### config.mk
export PLATFORM = sky130hd
export DESIGN_NAME = half_bridge_fault_supervisor
export DESIGN_NICKNAME = d
export VERILOG_FILES = /design/src/logic/hb_fault_pkg.sv /design/src/logic/half_bridge_fault_supervisor.sv
export VERILOG_INCLUDE_DIRS = /design/src /design/src/logic
export SDC_FILE = /design/constraint.sdc
export NUM_CORES = 1
export LEC_CHECK = 0
export ABC_AREA = 1
export BUFFER_PORTS_ARGS = -buffer_cell sky130_fd_sc_hd__buf_2
export CORE_MARGIN = 2
export CORE_UTILIZATION = 40
export CTS_BUF_LIST = sky130_fd_sc_hd__clkbuf_16
export DETAILED_ROUTE_END_ITERATION = 16
export GPL_TIMING_DRIVEN = 0
export MAX_ROUTING_LAYER = met4
export PLACE_DENSITY = 0.64
export SLEW_MARGIN = 0
export SYNTH_ARGS = -nofsm -noshare
export SYNTH_HDL_FRONTEND = slang
export SYNTH_SLANG_ARGS = --single-unit
### constraint.sdc
create_clock -name clk -period 11.67 [get_ports clk]
set_clock_uncertainty 0.1 [all_clocks]
set_input_delay 1.7505 -clock clk [delete_from_list [all_inputs] [get_ports clk]]
set_output_delay 1.7505 -clock clk [all_outputs]
set_load 0.03 [all_outputs]
### src/logic/hb_fault_params.svh
`ifndef HB_FAULT_PARAMS_SVH
`define HB_FAULT_PARAMS_SVH

`define NUM_SW 6
`define WORD_BITS 16
`define CLK_PERIOD_NS 40
`define UV_FILTER_NS 10000
`define FAULT_FILTER_NS 10000
`define UV_FILTER_CYC ((`UV_FILTER_NS + `CLK_PERIOD_NS - 1) / `CLK_PERIOD_NS)
`define FAULT_FILTER_CYC ((`FAULT_FILTER_NS + `CLK_PERIOD_NS - 1) / `CLK_PERIOD_NS)
`define FILT_W 9

`define SW_PREWARN_BIT 0
`define SW_STAT_LSB 1
`define SW_SHORT_BIT 13
`define SW_OPEN_BIT 14
`define SW_SUPPLY_BIT 15

`define IW_CLEAR_BIT 0
`define IW_CMD_LSB 1
`define IW_OCS_BIT 13
`define IW_RESET 16'h2000

`endif

### src/logic/hb_fault_pkg.sv
`include "hb_fault_params.svh"

package hb_fault_pkg;

  typedef struct packed {
    logic uvRaw;
    logic prewarnOver;
    logic prewarnBelow;
    logic shutdownOver;
    logic switchOnBelow;
    logic [`NUM_SW-1:0] openLoad;
    logic [`NUM_SW-1:0] overCurrent;
  } fault_in_t;

  typedef struct packed {
    logic supplyFail;
    logic openLoad;
    logic shortDetected;
    logic tempPrewarning;
  } flags_t;

  typedef enum logic {LINK_IDLE, LINK_XFER} link_state_t;

endpackage : hb_fault_pkg
### src/logic/half_bridge_fault_supervisor.sv
`timescale 1ns/10ps
`include "hb_fault_params.svh"

// Functional notes
// [RQ1] Recognised undervoltage sets supply flag, switches off
// [RQ2] Undervoltage counts only after filter delay
// [RQ3] Outputs return at once when supply recovers
// [RQ4] Supply flag sticky until status clear
// [RQ5] Open-load flag on low current in on switch
// [RQ6] Open-load filtered; flag sticky until clear
// [RQ7] Prewarning sets above, clears below reset
// [RQ8] Prewarning driven out at chip select fall
// [RQ9] Early chip select rise abandons transfer unchanged
// [RQ10] Thermal shutdown disables all, status bits low
// [RQ11] Restart needs cool switch-on level and clear
// [RQ12] Overcurrent shutdown after filter when enabled
// [RQ13] Overcurrent shutoff sets short flag, status low
// [RQ14] Shutdown disabled: flag only, outputs untouched
// [RQ15] Status clear resets short, re-enables outputs
// [RQ16] Sleep low: switches off, tri-stated, status cleared
// [RQ17] Sleep release acts as internal power-on reset
// [RQ18] Host serial clock at most 2 MHz
// [RQ19] Status word bit layout
// [RQ20] Input word bit layout
// [RQ21] Input word reset: shutdown enable high, rest low
// [RQ22] Switch status bits follow real state, not cleared
// [RQ23] Status clear is one event per accepted word
// [RQ24] Filters count clock cycles, restart on release

module half_bridge_fault_supervisor (
  // Clock and reset
  input wire logic clk,
  input wire logic rst,
  // Serial link pins
  input wire logic sclk,
  input wire logic csN,
  input wire logic serialIn,
  output logic serialOut,
  output logic serialOutEn,
  // Sleep pin
  input wire logic sleepInputN,
  // Comparator results from the power stage
  input wire hb_fault_pkg::fault_in_t faultIn,
  // Switch drive
  output logic [`NUM_SW-1:0] switchOn,
  output logic outputsTriState,
  // Status
  output logic [`WORD_BITS-1:0] statusWord,
  output hb_fault_pkg::flags_t flags
);
  import hb_fault_pkg::*;

  localparam int FAULT_W = $bits(fault_in_t);
  localparam int SYNC_W = FAULT_W + 4;

  // Filter counter step: hold at the limit, restart when the condition drops
  function automatic logic [`FILT_W-1:0] filtNext(
    input logic [`FILT_W-1:0] cnt,
    input logic cond,
    input logic [`FILT_W-1:0] limit
  );
    logic [`FILT_W-1:0] res;
    res = '0;
    if (cond) begin
      res = (cnt == limit) ? cnt : cnt + `FILT_W'(1);
    end
    return res;
  endfunction : filtNext

  localparam logic [`FILT_W-1:0] UV_LIMIT = `FILT_W'(`UV_FILTER_CYC);
  localparam logic [`FILT_W-1:0] FAULT_LIMIT = `FILT_W'(`FAULT_FILTER_CYC);

  // Two-flop synchronisers for every pin and comparator input
  logic [SYNC_W-1:0] sync1_r;
  logic [SYNC_W-1:0] sync2_r;
  wire [SYNC_W-1:0] rawVec = {faultIn, sleepInputN, sclk, csN, serialIn};

  always_ff @(posedge clk or posedge rst) begin
    if (rst) begin
      sync1_r <= '0;
      sync2_r <= '0;
    end else begin
      sync1_r <= rawVec;
      sync2_r <= sync1_r;
    end
  end

  fault_in_t fs;
  wire serialInS = sync2_r[0];
  wire csNS = sync2_r[1];
  wire sclkS = sync2_r[2];
  wire sleepNS = sync2_r[3];
  assign fs = fault_in_t'(sync2_r[SYNC_W-1:4]);

  // Sleep held low keeps everything in reset; release is a fresh start
  wire sleepActive = ~sleepNS; // see [RQ16] see [RQ17]

  logic csPrev_r;
  logic sclkPrev_r;
  always_ff @(posedge clk or posedge rst) begin
    if (rst) begin
      csPrev_r <= 1'b1;
      sclkPrev_r <= 1'b0;
    end else begin
      csPrev_r <= csNS;
      sclkPrev_r <= sclkS;
    end
  end

  wire csFall = csPrev_r & ~csNS;
  wire csRise = ~csPrev_r & csNS;
  wire sclkRise = ~sclkPrev_r & sclkS;
  wire sclkFall = sclkPrev_r & ~sclkS;

  // Input word and one-shot clear
  logic [`NUM_SW-1:0] cmd_r;
  logic ocsEn_r;
  logic clrEvt_r;
  logic [`WORD_BITS-1:0] shift_r;
  logic [4:0] bitCnt_r;
  link_state_t linkState_r;

  wire fullWord = (bitCnt_r == 5'(`WORD_BITS));
  wire acceptWord = (linkState_r == LINK_XFER) & csRise & fullWord; // see [RQ9]
  localparam logic [`WORD_BITS-1:0] IW_RST = `IW_RESET;

  always_ff @(posedge clk or posedge rst) begin
    if (rst) begin
      cmd_r <= IW_RST[`IW_CMD_LSB +: `NUM_SW];
      ocsEn_r <= IW_RST[`IW_OCS_BIT];
      clrEvt_r <= 1'b0;
    end else if (sleepActive) begin
      cmd_r <= IW_RST[`IW_CMD_LSB +: `NUM_SW]; // see [RQ21]
      ocsEn_r <= IW_RST[`IW_OCS_BIT];
      clrEvt_r <= 1'b0;
    end else begin
      clrEvt_r <= acceptWord & shift_r[`IW_CLEAR_BIT]; // see [RQ23]
      if (acceptWord) begin
        cmd_r <= shift_r[`IW_CMD_LSB +: `NUM_SW]; // see [RQ20]
        ocsEn_r <= shift_r[`IW_OCS_BIT];
      end
    end
  end

  // Undervoltage
  logic [`FILT_W-1:0] uvCnt_r;
  logic uvActive_r;
  logic supplyFail_r;
  wire uvFilt = fs.uvRaw & (uvCnt_r == UV_LIMIT); // see [RQ2]

  always_ff @(posedge clk or posedge rst) begin
    if (rst) begin
      uvCnt_r <= '0;
      uvActive_r <= 1'b0;
      supplyFail_r <= 1'b0;
    end else if (sleepActive) begin
      uvCnt_r <= '0;
      uvActive_r <= 1'b0;
      supplyFail_r <= 1'b0;
    end else begin
      uvCnt_r <= filtNext(uvCnt_r, fs.uvRaw, UV_LIMIT); // see [RQ24]
      uvActive_r <= uvFilt | (uvActive_r & fs.uvRaw); // see [RQ1] see [RQ3]
      supplyFail_r <= uvFilt | (supplyFail_r & ~clrEvt_r); // see [RQ4]
    end
  end

  // Temperature
  logic prewarn_r;
  logic thermShut_r;
  wire thermRelease = clrEvt_r & fs.switchOnBelow & ~fs.shutdownOver;

  always_ff @(posedge clk or posedge rst) begin
    if (rst) begin
      prewarn_r <= 1'b0;
      thermShut_r <= 1'b0;
    end else if (sleepActive) begin
      prewarn_r <= 1'b0;
      thermShut_r <= 1'b0;
    end else begin
      prewarn_r <= fs.prewarnOver | (prewarn_r & ~fs.prewarnBelow); // see [RQ7]
      thermShut_r <= fs.shutdownOver | (thermShut_r & ~thermRelease); // see [RQ10] see [RQ11]
    end
  end

  // Per-switch open-load and overcurrent filters
  logic [`NUM_SW-1:0] switchOn_r;
  logic [`NUM_SW-1:0] ocOff_r;
  logic [`NUM_SW-1:0] olFilt;
  logic [`NUM_SW-1:0] ocFilt;

  genvar gi;
  generate
    for (gi = 0; gi < `NUM_SW; gi++) begin : g_sw
      logic [`FILT_W-1:0] olCnt_r;
      logic [`FILT_W-1:0] ocCnt_r;
      wire olCond = fs.openLoad[gi] & switchOn_r[gi]; // see [RQ5]
      wire ocCond = fs.overCurrent[gi] & switchOn_r[gi];
      assign olFilt[gi] = olCond & (olCnt_r == FAULT_LIMIT); // see [RQ6]
      assign ocFilt[gi] = ocCond & (ocCnt_r == FAULT_LIMIT); // see [RQ12]

      always_ff @(posedge clk or posedge rst) begin
        if (rst) begin
          olCnt_r <= '0;
          ocCnt_r <= '0;
          ocOff_r[gi] <= 1'b0;
        end else if (sleepActive) begin
          olCnt_r <= '0;
          ocCnt_r <= '0;
          ocOff_r[gi] <= 1'b0;
        end else begin
          olCnt_r <= filtNext(olCnt_r, olCond, FAULT_LIMIT); // see [RQ24]
          ocCnt_r <= filtNext(ocCnt_r, ocCond, FAULT_LIMIT); // see [RQ24]
          // A new trip in the clear cycle keeps the switch off
          ocOff_r[gi] <= (ocFilt[gi] & ocsEn_r) | (ocOff_r[gi] & ~clrEvt_r); // see [RQ14] see [RQ15]
        end
      end
    end
  endgenerate

  logic openLoad_r;
  logic shortDet_r;
  always_ff @(posedge clk or posedge rst) begin
    if (rst) begin
      openLoad_r <= 1'b0;
      shortDet_r <= 1'b0;
    end else if (sleepActive) begin
      openLoad_r <= 1'b0;
      shortDet_r <= 1'b0;
    end else begin
      openLoad_r <= (|olFilt) | (openLoad_r & ~clrEvt_r); // see [RQ6]
      shortDet_r <= (|ocFilt) | (shortDet_r & ~clrEvt_r); // see [RQ13] see [RQ14]
    end
  end

  // Switch drive: one flop after the fault state, so status equals drive
  wire globalOff = uvActive_r | thermShut_r; // see [RQ1] see [RQ10]
  wire [`NUM_SW-1:0] switchNxt = cmd_r & ~ocOff_r & {`NUM_SW{~globalOff}}; // see [RQ13]

  always_ff @(posedge clk or posedge rst) begin
    if (rst) begin
      switchOn_r <= '0;
    end else if (sleepActive) begin
      switchOn_r <= '0; // see [RQ16]
    end else begin
      switchOn_r <= switchNxt;
    end
  end

  wire [`WORD_BITS-1:0] statusNxt = {supplyFail_r, openLoad_r, shortDet_r,
                                     6'h00, switchOn_r, prewarn_r}; // see [RQ19] see [RQ22]

  // Serial link: one register shifts status out and the input word in
  logic serialOut_r;
  logic serialOutEn_r;

  always_ff @(posedge clk or posedge rst) begin
    if (rst) begin
      linkState_r <= LINK_IDLE;
      shift_r <= '0;
      bitCnt_r <= '0;
      serialOut_r <= 1'b0;
      serialOutEn_r <= 1'b0;
    end else if (sleepActive) begin
      linkState_r <= LINK_IDLE;
      shift_r <= '0;
      bitCnt_r <= '0;
      serialOut_r <= 1'b0;
      serialOutEn_r <= 1'b0;
    end else begin
      case (linkState_r)
        LINK_IDLE: begin
          if (csFall) begin
            shift_r <= statusNxt;
            bitCnt_r <= '0;
            serialOut_r <= statusNxt[`SW_PREWARN_BIT]; // see [RQ8]
            serialOutEn_r <= 1'b1;
            linkState_r <= LINK_XFER;
          end
        end
        LINK_XFER: begin
          if (csRise) begin
            serialOutEn_r <= 1'b0; // see [RQ9]
            linkState_r <= LINK_IDLE;
          end else if (sclkRise) begin
            shift_r <= {serialInS, shift_r[`WORD_BITS-1:1]};
            // Saturating count: longer frames are refused, not wrapped
            if (bitCnt_r != 5'h1f) begin
              bitCnt_r <= bitCnt_r + 5'h01;
            end
          end else if (sclkFall) begin
            serialOut_r <= shift_r[0];
          end
        end
        default: begin
          linkState_r <= LINK_IDLE;
          serialOutEn_r <= 1'b0;
        end
      endcase
    end
  end

  // Registered copies for the outputs
  logic [`WORD_BITS-1:0] statusWord_r;
  flags_t flags_r;
  logic triState_r;

  always_ff @(posedge clk or posedge rst) begin
    if (rst) begin
      statusWord_r <= '0;
      flags_r <= '0;
      triState_r <= 1'b1;
    end else begin
      statusWord_r <= statusNxt;
      flags_r <= '{supplyFail: supplyFail_r, openLoad: openLoad_r,
                   shortDetected: shortDet_r, tempPrewarning: prewarn_r};
      triState_r <= sleepActive; // see [RQ16]
    end
  end

  assign switchOn = switchOn_r;
  assign outputsTriState = triState_r;
  assign serialOut = serialOut_r;
  assign serialOutEn = serialOutEn_r;
  assign statusWord = statusWord_r;
  assign flags = flags_r;

endmodule : half_bridge_fault_supervisor

==> flow_summary.json, run 1 <==
{
  "grt_use_met1_pct": 21.2,
  "swShare_pct": 22.3,
  "final.min_clock_period_ns": 3.20,
  "ys_types": 45,
  "dieArea_um2": 26500,
  "clockBufferDepth": 3,
  "synth_commonest_cells": "dfrtp_1 (219), nand2_1 (203), inv_1 (191), nor2_1 (114), nand3_1 (75)",
  "critPathLaunchType": "flip-flop",
  "nets": 1281,
  "arrival_ns": 1.35,
  "root_buffer": "clkbuf_16",
  "use_met2_pct": 25.4,
  "first_pass_iters": 5,
  "cts_buffers": 25,
  "wirelength_mm": 20.1,
  "slowest_stage": "dfrtp_1",
  "synth_ff_type": "dfrtp_1",
  "vias": 7694,
  "hold_buffers": 0,
  "leakage_nw": 5.49,
  "antenna_found_initial": 0,
  "worst_slack_ns": 8.47,
  "use_met3_pct": 2.27,
  "postSynthCellCount": 1151,
  "worstPathRequired_ns": 9.82,
  "yosys.area.top_type": "dfrtp_1",
  "async_reset_ff_share_pct": 100,
  "hold_viol_final": 0,
  "crit_type": "flip-flop to output pin",
  "ir_drop_v": 0.0000889,
  "final_util_pct": 46.2,
  "setup_tns_ns": 0,
  "syn_area_per_cell_um2": 8.77,
  "grt_pass1_vias": 7196,
  "tightest_slew_ns": 0.712,
  "post_cts_resized": 0,
  "grt_max_degree": 131,
  "wire_per_inst_um": 12.7,
  "synth_most_common_cell": "dfrtp_1",
  "grt_overflow": 0,
  "slowest_delay_ns": 0.55,
  "setup_violations": 0,
  "clkTransAtPathRegs_ns": 0.05,
  "diodes": 0,
  "path_max_fanout": 5,
  "clock_sinks": 222,
  "end_kind": "output pin",
  "syn_area_um2": 10100,
  "globalplace.congestion": 0.841,
  "max_freq_mhz": 313,
  "core-area_um2": 25000,
  "cts_tree": "built",
  "synth_seq_area_share_pct": 55.1,
  "top_level_ports": 52,
  "outcome": "complete, no violations",
  "die_w_um": 163,
  "hpwl_mm": 13.8,
  "track_usage_pct": 15.8,
  "h-tree-depth": 1,
  "port_buffers": 45,
  "synth-edff-count": 0,
  "vias_per_cell": 4.88,
  "fin_crit_sh_pct": 27.4,
  "drcViolationCount": 0,
  "initial_core_util_pct": 40.4,
  "cts_setup_buffers": 0,
  "maxCapViolations": 0,
  "max_slew_margin_pct": 52.5,
  "p_sw_uw": 345,
  "ys_top_cells_by_area": "dfrtp_1 (54%), nand2_1 (7.5%), inv_1 (7.1%)",
  "grt_pass1_wl_mm": 33.6,
  "seqPwrFrac_pct": 50.8,
  "worstSkewPairLatency_ns": 0.53,
  "drt_iter0_drc": 541,
  "crit_chain": "buf_2",
  "ys_ff_latch": 222,
  "area_growth_syn_to_layout_pct": 14.2,
  "busiest_layer": "met2",
  "p_per_area_nw_per_um2": 134,
  "synth_top_area_share_pct": 54.3,
  "dp_worst_setup_slack_ns": 8.59,
  "drv_slew": 0,
  "comb_power_share_pct": 3.4,
  "internal-power_mw": 1.20,
  "fin_total_pwr_mw": 1.55,
  "antenna_left": 0,
  "pwr-share-clk_pct": 45.8,
  "num-fill-cells": 2416,
  "die_h_um": 163,
  "crit_buf_inv": 1,
  "cp_top_family": "flip-flops",
  "hp-class": "flip-flop to flip-flop",
  "std_cell_rows": 58,
  "rsz0062_at_grt": "no",
  "yosys_warnings": 0,
  "layout-drive-gt1-share_pct": 9.94
}
-- path summary, 6_finish.rpt --
| kind | startpoint | endpoint | slack, ns | cells after the start |
|---|---|---|---|---|
| setup / recovery | switchOn[3] | switchOn[3] | 8.47 | 1 |
| hold / removal | sync1_r[13] | sync2_r[13] | 0.24 | 0 |
| setup reg to reg | switchOn[4] | g_sw[4].olCnt_r[0] | 9.89 | 5 |
| hold reg to reg | sync1_r[13] | sync2_r[13] | 0.24 | 0 |
| max in group asynchronous | rst | g_sw[1].ocCnt_r[3] | 9.22 | 3 |
| min in group asynchronous | rst | sync1_r[13] | 1.23 | 2 |
-- through the flow --
step | cell area [µm²] | hold slack (ns) | std cells
finish | 11500 | 0.245 | 1578
global route | 11500 | 0.250 | 1578
CTS | 11500 | 0.247 | 1578
detailed placement | 10800 | 0.235 | 1532
global placement | 10800 | 0.232 | 1531
floorplan | 10100 | 0.231 | 1156
-- final cells by class --
class,count,area (µm²),share of cell area [%]
multi-input combinational,715,3660,31.8
clock inverter,21,114,0.988
buffer,25,161,1.40
sequential,222,5560,48.2
tap,330,413,3.58
timing repair buffer,46,253,2.19
clock buffer,25,626,5.43
inverter,194,736,6.38
-- cells in the final DEF (no fill, tap or decap), types with 25 or more instances in the layout --
cell,count
dfrtp_1,219
nand2_1,203
inv_1,201
nor2_1,114
nand3_1,75
o21ai_0,64
buf_2,53
nor3_1,51
a21oi_1,33
ha_1,29
nand4_1,26
clkbuf_16,25
-- sequential cells by signal, summed over array words and instances (netlist names), 5 cells and up --
signal,count
cmd_r,6
g_sw.ocCnt_r,54
uvCnt_r,9
sync2_r,21
shift_r,16
switchOn,6
sync1_r,21
bitCnt_r,5
g_sw.olCnt_r,54
ocOff_r,6
statusWord,10
-- power by group through the flow --
stage | clock network, mW | registers (mW) | logic [mW]
3_5_place_dp | 0 | 0.800 | 0.0542
3_3_place_gp | 0 | 0.800 | 0.0523
2_1_floorplan | 0 | 0.801 | 0.0331
4_1_cts | 0.727 | 0.786 | 0.0542
6_report | 0.708 | 0.786 | 0.0524
5_1_grt | 0.758 | 0.786 | 0.0593
-- layer usage --
metal / vias to the layer above / wire length [µm]
met4: 0 / 393
met5: - / 0
met2: 150 / 9190
li1: 3876 / -
met1: 3637 / 9620
met3: 31 / 880
-- cells by family (layout without fill, tap and decap cells) --
group / count (synthesis) / count (layout) / share of synthesized area [%]
AND/OR/NAND/NOR: 501 / 501 / 22.2
flip-flops: 222 / 222 / 55.1
buffers and inverters: 219 / 311 / 8.81
AO/OA/AOI/OAI: 167 / 167 / 9.28
adder cells (fa/ha/maj): 29 / 29 / 3.59
XOR/XNOR: 12 / 12 / 1.04
other: 1 / 6 / 0.0371
Power figures use the tool's default switching activity.
==> inputs of run 2 (changes only) <==
ABC_AREA = 0   (was 1)
PLACE_DENSITY = 0.66   (was 0.64)
clock period = 2.79 ns   (was 11.67 ns; I/O delays follow)
==> run 2 against run 1 <==
Sequential power grew to 4.2 times the previous value. Utilization is 1.7 points higher. Clock-buffer cell count stayed put. Critical path type is now flip-flop to flip-flop. Largest cell class unchanged.
==> flow_summary.json, run 2 <==
{
  "cts_setup_buffers": 0,
  "cp_common_cell": "clkbuf_1",
  "num-fill-cells": 2245,
  "clock_sinks": 222,
  "hp-class": "flip-flop to flip-flop",
  "hpwl_mm": 12.8,
  "drv_slew": 0,
  "die_w_um": 160,
  "syn_area_per_cell_um2": 11.0,
  "initial_core_util_pct": 40.3,
  "tightest_slew_ns": 0.907,
  "slowest_delay_ns": 0.66,
  "outcome": "complete, no violations",
  "rsz0062_at_grt": "no",
  "postSynthCellCount": 880,
  "h-tree-depth": 1,
  "post_cts_resized": 0,
  "hold_viol_final": 0,
  "setup_violations": 0,
  "syn_area_um2": 9710,
  "synth-edff-count": 0,
  "final_util_pct": 47.9,
  "hold_buffers": 22,
  "layout.area.seq_um2": 5560,
  "dieArea_um2": 25500,
  "comb_power_share_pct": 3.7,
  "worstSkewPairLatency_ns": 0.53,
  "top_regs": "g_sw.ocCnt_r: 54 flops, g_sw.olCnt_r: 54 flops",
  "fin_crit_sh_pct": 80.1,
  "ir_drop_v": 0.000408,
  "core-area_um2": 24100,
  "ys_ff_latch": 222,
  "synth_seq_area_share_pct": 57.2,
  "multiInputGateArea_um2": 3890,
  "maxCapViolations": 0,
  "yosys.area.top_type": "dfrtp_1",
  "worstPathRequired_ns": 3.09,
  "synth_top_area_share_pct": 56.4,
  "synth_ff_type": "dfrtp_1",
  "layout_common_cells": "dfrtp_1 (219), nor2_1 (94), nand2_1 (75)",
  "grt_max_degree": 42,
  "placedInstanceArea_um2": 10500,
  "layout_commonest_cell": "dfrtp_1",
  "p_per_area_nw_per_um2": 596,
  "vias_per_cell": 5.08,
  "first_pass_iters": 5,
  "ys_types": 55,
  "arrival_ns": 2.53,
  "crit_type": "flip-flop to flip-flop",
  "slowest_stage": "clkbuf_1",
  "port_buffers": 45,
  "max_freq_mhz": 448,
  "layout-drive-gt1-share_pct": 13.6,
  "pwr-share-clk_pct": 48.5,
  "drcViolationCount": 0,
  "leakage_nw": 4.91,
  "diodes": 0,
  "max_slew_margin_pct": 39.5,
  "cts_tree": "built",
  "area_growth_syn_to_layout_pct": 18.9,
  "seqPwrFrac_pct": 47.8,
  "nets": 1037,
  "antenna_found_initial": 0,
  "top_level_ports": 52,
  "synth_most_common_cell": "dfrtp_1",
  "crit_chain": "clkbuf_1 > clkbuf_1 > a211o_1 > a21oi_1",
  "ys_top_cells_by_area": "dfrtp_1 (56%), ha_1 (3.7%), xor2_1 (3.7%)",
  "clkTransAtPathRegs_ns": 0.06,
  "p_sw_mw": 1.52,
  "antenna_left": 0,
  "internal-power_mw": 5.36,
  "critPathLaunchType": "flip-flop",
  "clockBufferDepth": 3,
  "synth_commonest_cells": "dfrtp_1 (219), nor2_1 (94), nand2_1 (75), nand3_1 (57)",
  "grt_overflow": 0,
  "vias": 6740,
  "drt_iter0_drc": 392,
  "path_max_fanout": 10,
  "cts_buffers": 25,
  "die_h_um": 160,
  "root_buffer": "clkbuf_16",
  "end_kind": "flip-flop",
  "crit_buf_inv": 2,
  "std_cell_rows": 57,
  "track_usage_pct": 16.1,
  "yosys_warnings": 0,
  "grt_pass1_wl_mm": 33.2,
  "grt_pass1_vias": 6662,
  "cp_top_family": "buffers and inverters",
  "wirelength_mm": 19.3,
  "finalInstanceArea_um2": 11500,
  "final.min_clock_period_ns": 2.23,
  "wire_per_inst_um": 14.6,
  "globalplace.congestion": 0.803,
  "swShare_pct": 22.1,
  "async_reset_ff_share_pct": 100
}
[run 2: per-stage QoR]
step | hold WS, ns | cells | total power, mW | setup TNS [ns] | setup WS (ns)
3_3_place_gp | 0.233 | 1254 | 3.57 | -440.10 | -2.01
3_5_place_dp | 0.235 | 1260 | 3.59 | 0 | 0.513
5_1_grt | 0.250 | 1327 | 7.13 | 0 | 0.389
4_1_cts | 0.249 | 1327 | 6.98 | 0 | 0.488
6_report | 0.247 | 1327 | 6.88 | 0 | 0.556
2_1_floorplan | 0.231 | 885 | 3.49 | -136.24 | -0.622
[run 2: layout make-up]
cell class,instances,share of cell area [%]
Multi-Input combinational cell,600,33.7
Clock buffer,25,5.42
Clock inverter,20,1.87
Inverter,34,1.14
Buffer,29,1.33
Sequential cell,222,48.1
Timing Repair Buffer,73,4.90
Tap cell,324,3.51
[run 2: cells by family after synthesis]
logic type	count (synthesis)	share of synthesized area, %
xor+xnor	60	5.41
mux	21	2.16
fa+ha+maj	29	3.74
other cells	1	0.0386
simple gates	352	19.7
flops	222	57.2
compound gates	132	8.77
buf+inv	63	2.90
[run 2: worst paths after layout]
kind                                 endpoint  cells after the start  slack, ns  startpoint
max in group asynchronous             ocsEn_r                      5       1.41         rst
max                        g_sw[3].olCnt_r[2]                      4       0.56  sync2_r[3]
max reg2reg                g_sw[3].olCnt_r[2]                      4       0.56  sync2_r[3]
min reg2reg                        sync2_r[3]                      0       0.25  sync1_r[3]
min                                sync2_r[3]                      0       0.25  sync1_r[3]
min in group asynchronous  g_sw[2].ocCnt_r[1]                      3       0.35         rst
[run 2: power groups by stage]
stage / sequential [mW] / combinational, mW / clock, mW
final: 3.29 / 0.255 / 3.34
after global routing: 3.29 / 0.286 / 3.55
after CTS: 3.29 / 0.263 / 3.42
after detailed placement: 3.35 / 0.238 / 0
after global placement: 3.35 / 0.215 / 0
after floorplan: 3.35 / 0.136 / 0
[run 2: worst register-to-register path: cells and delay by family, from the launching register on]
kind,cells,cell delay [ns]
AOI/OAI and AO/OA,2,0.29
buffers and inverters,2,1.32
DFF,1,0.40
[run 2: routing by layer]
metal  global-route usage (%)  up-vias  share of wire (%)
li1                         -     3292                  -
met1                     22.1     3302                 48
met2                     25.2      113                 46
met3                     2.34       33                4.2
met4                     4.14        0                2.2
met5                        -        -                  0
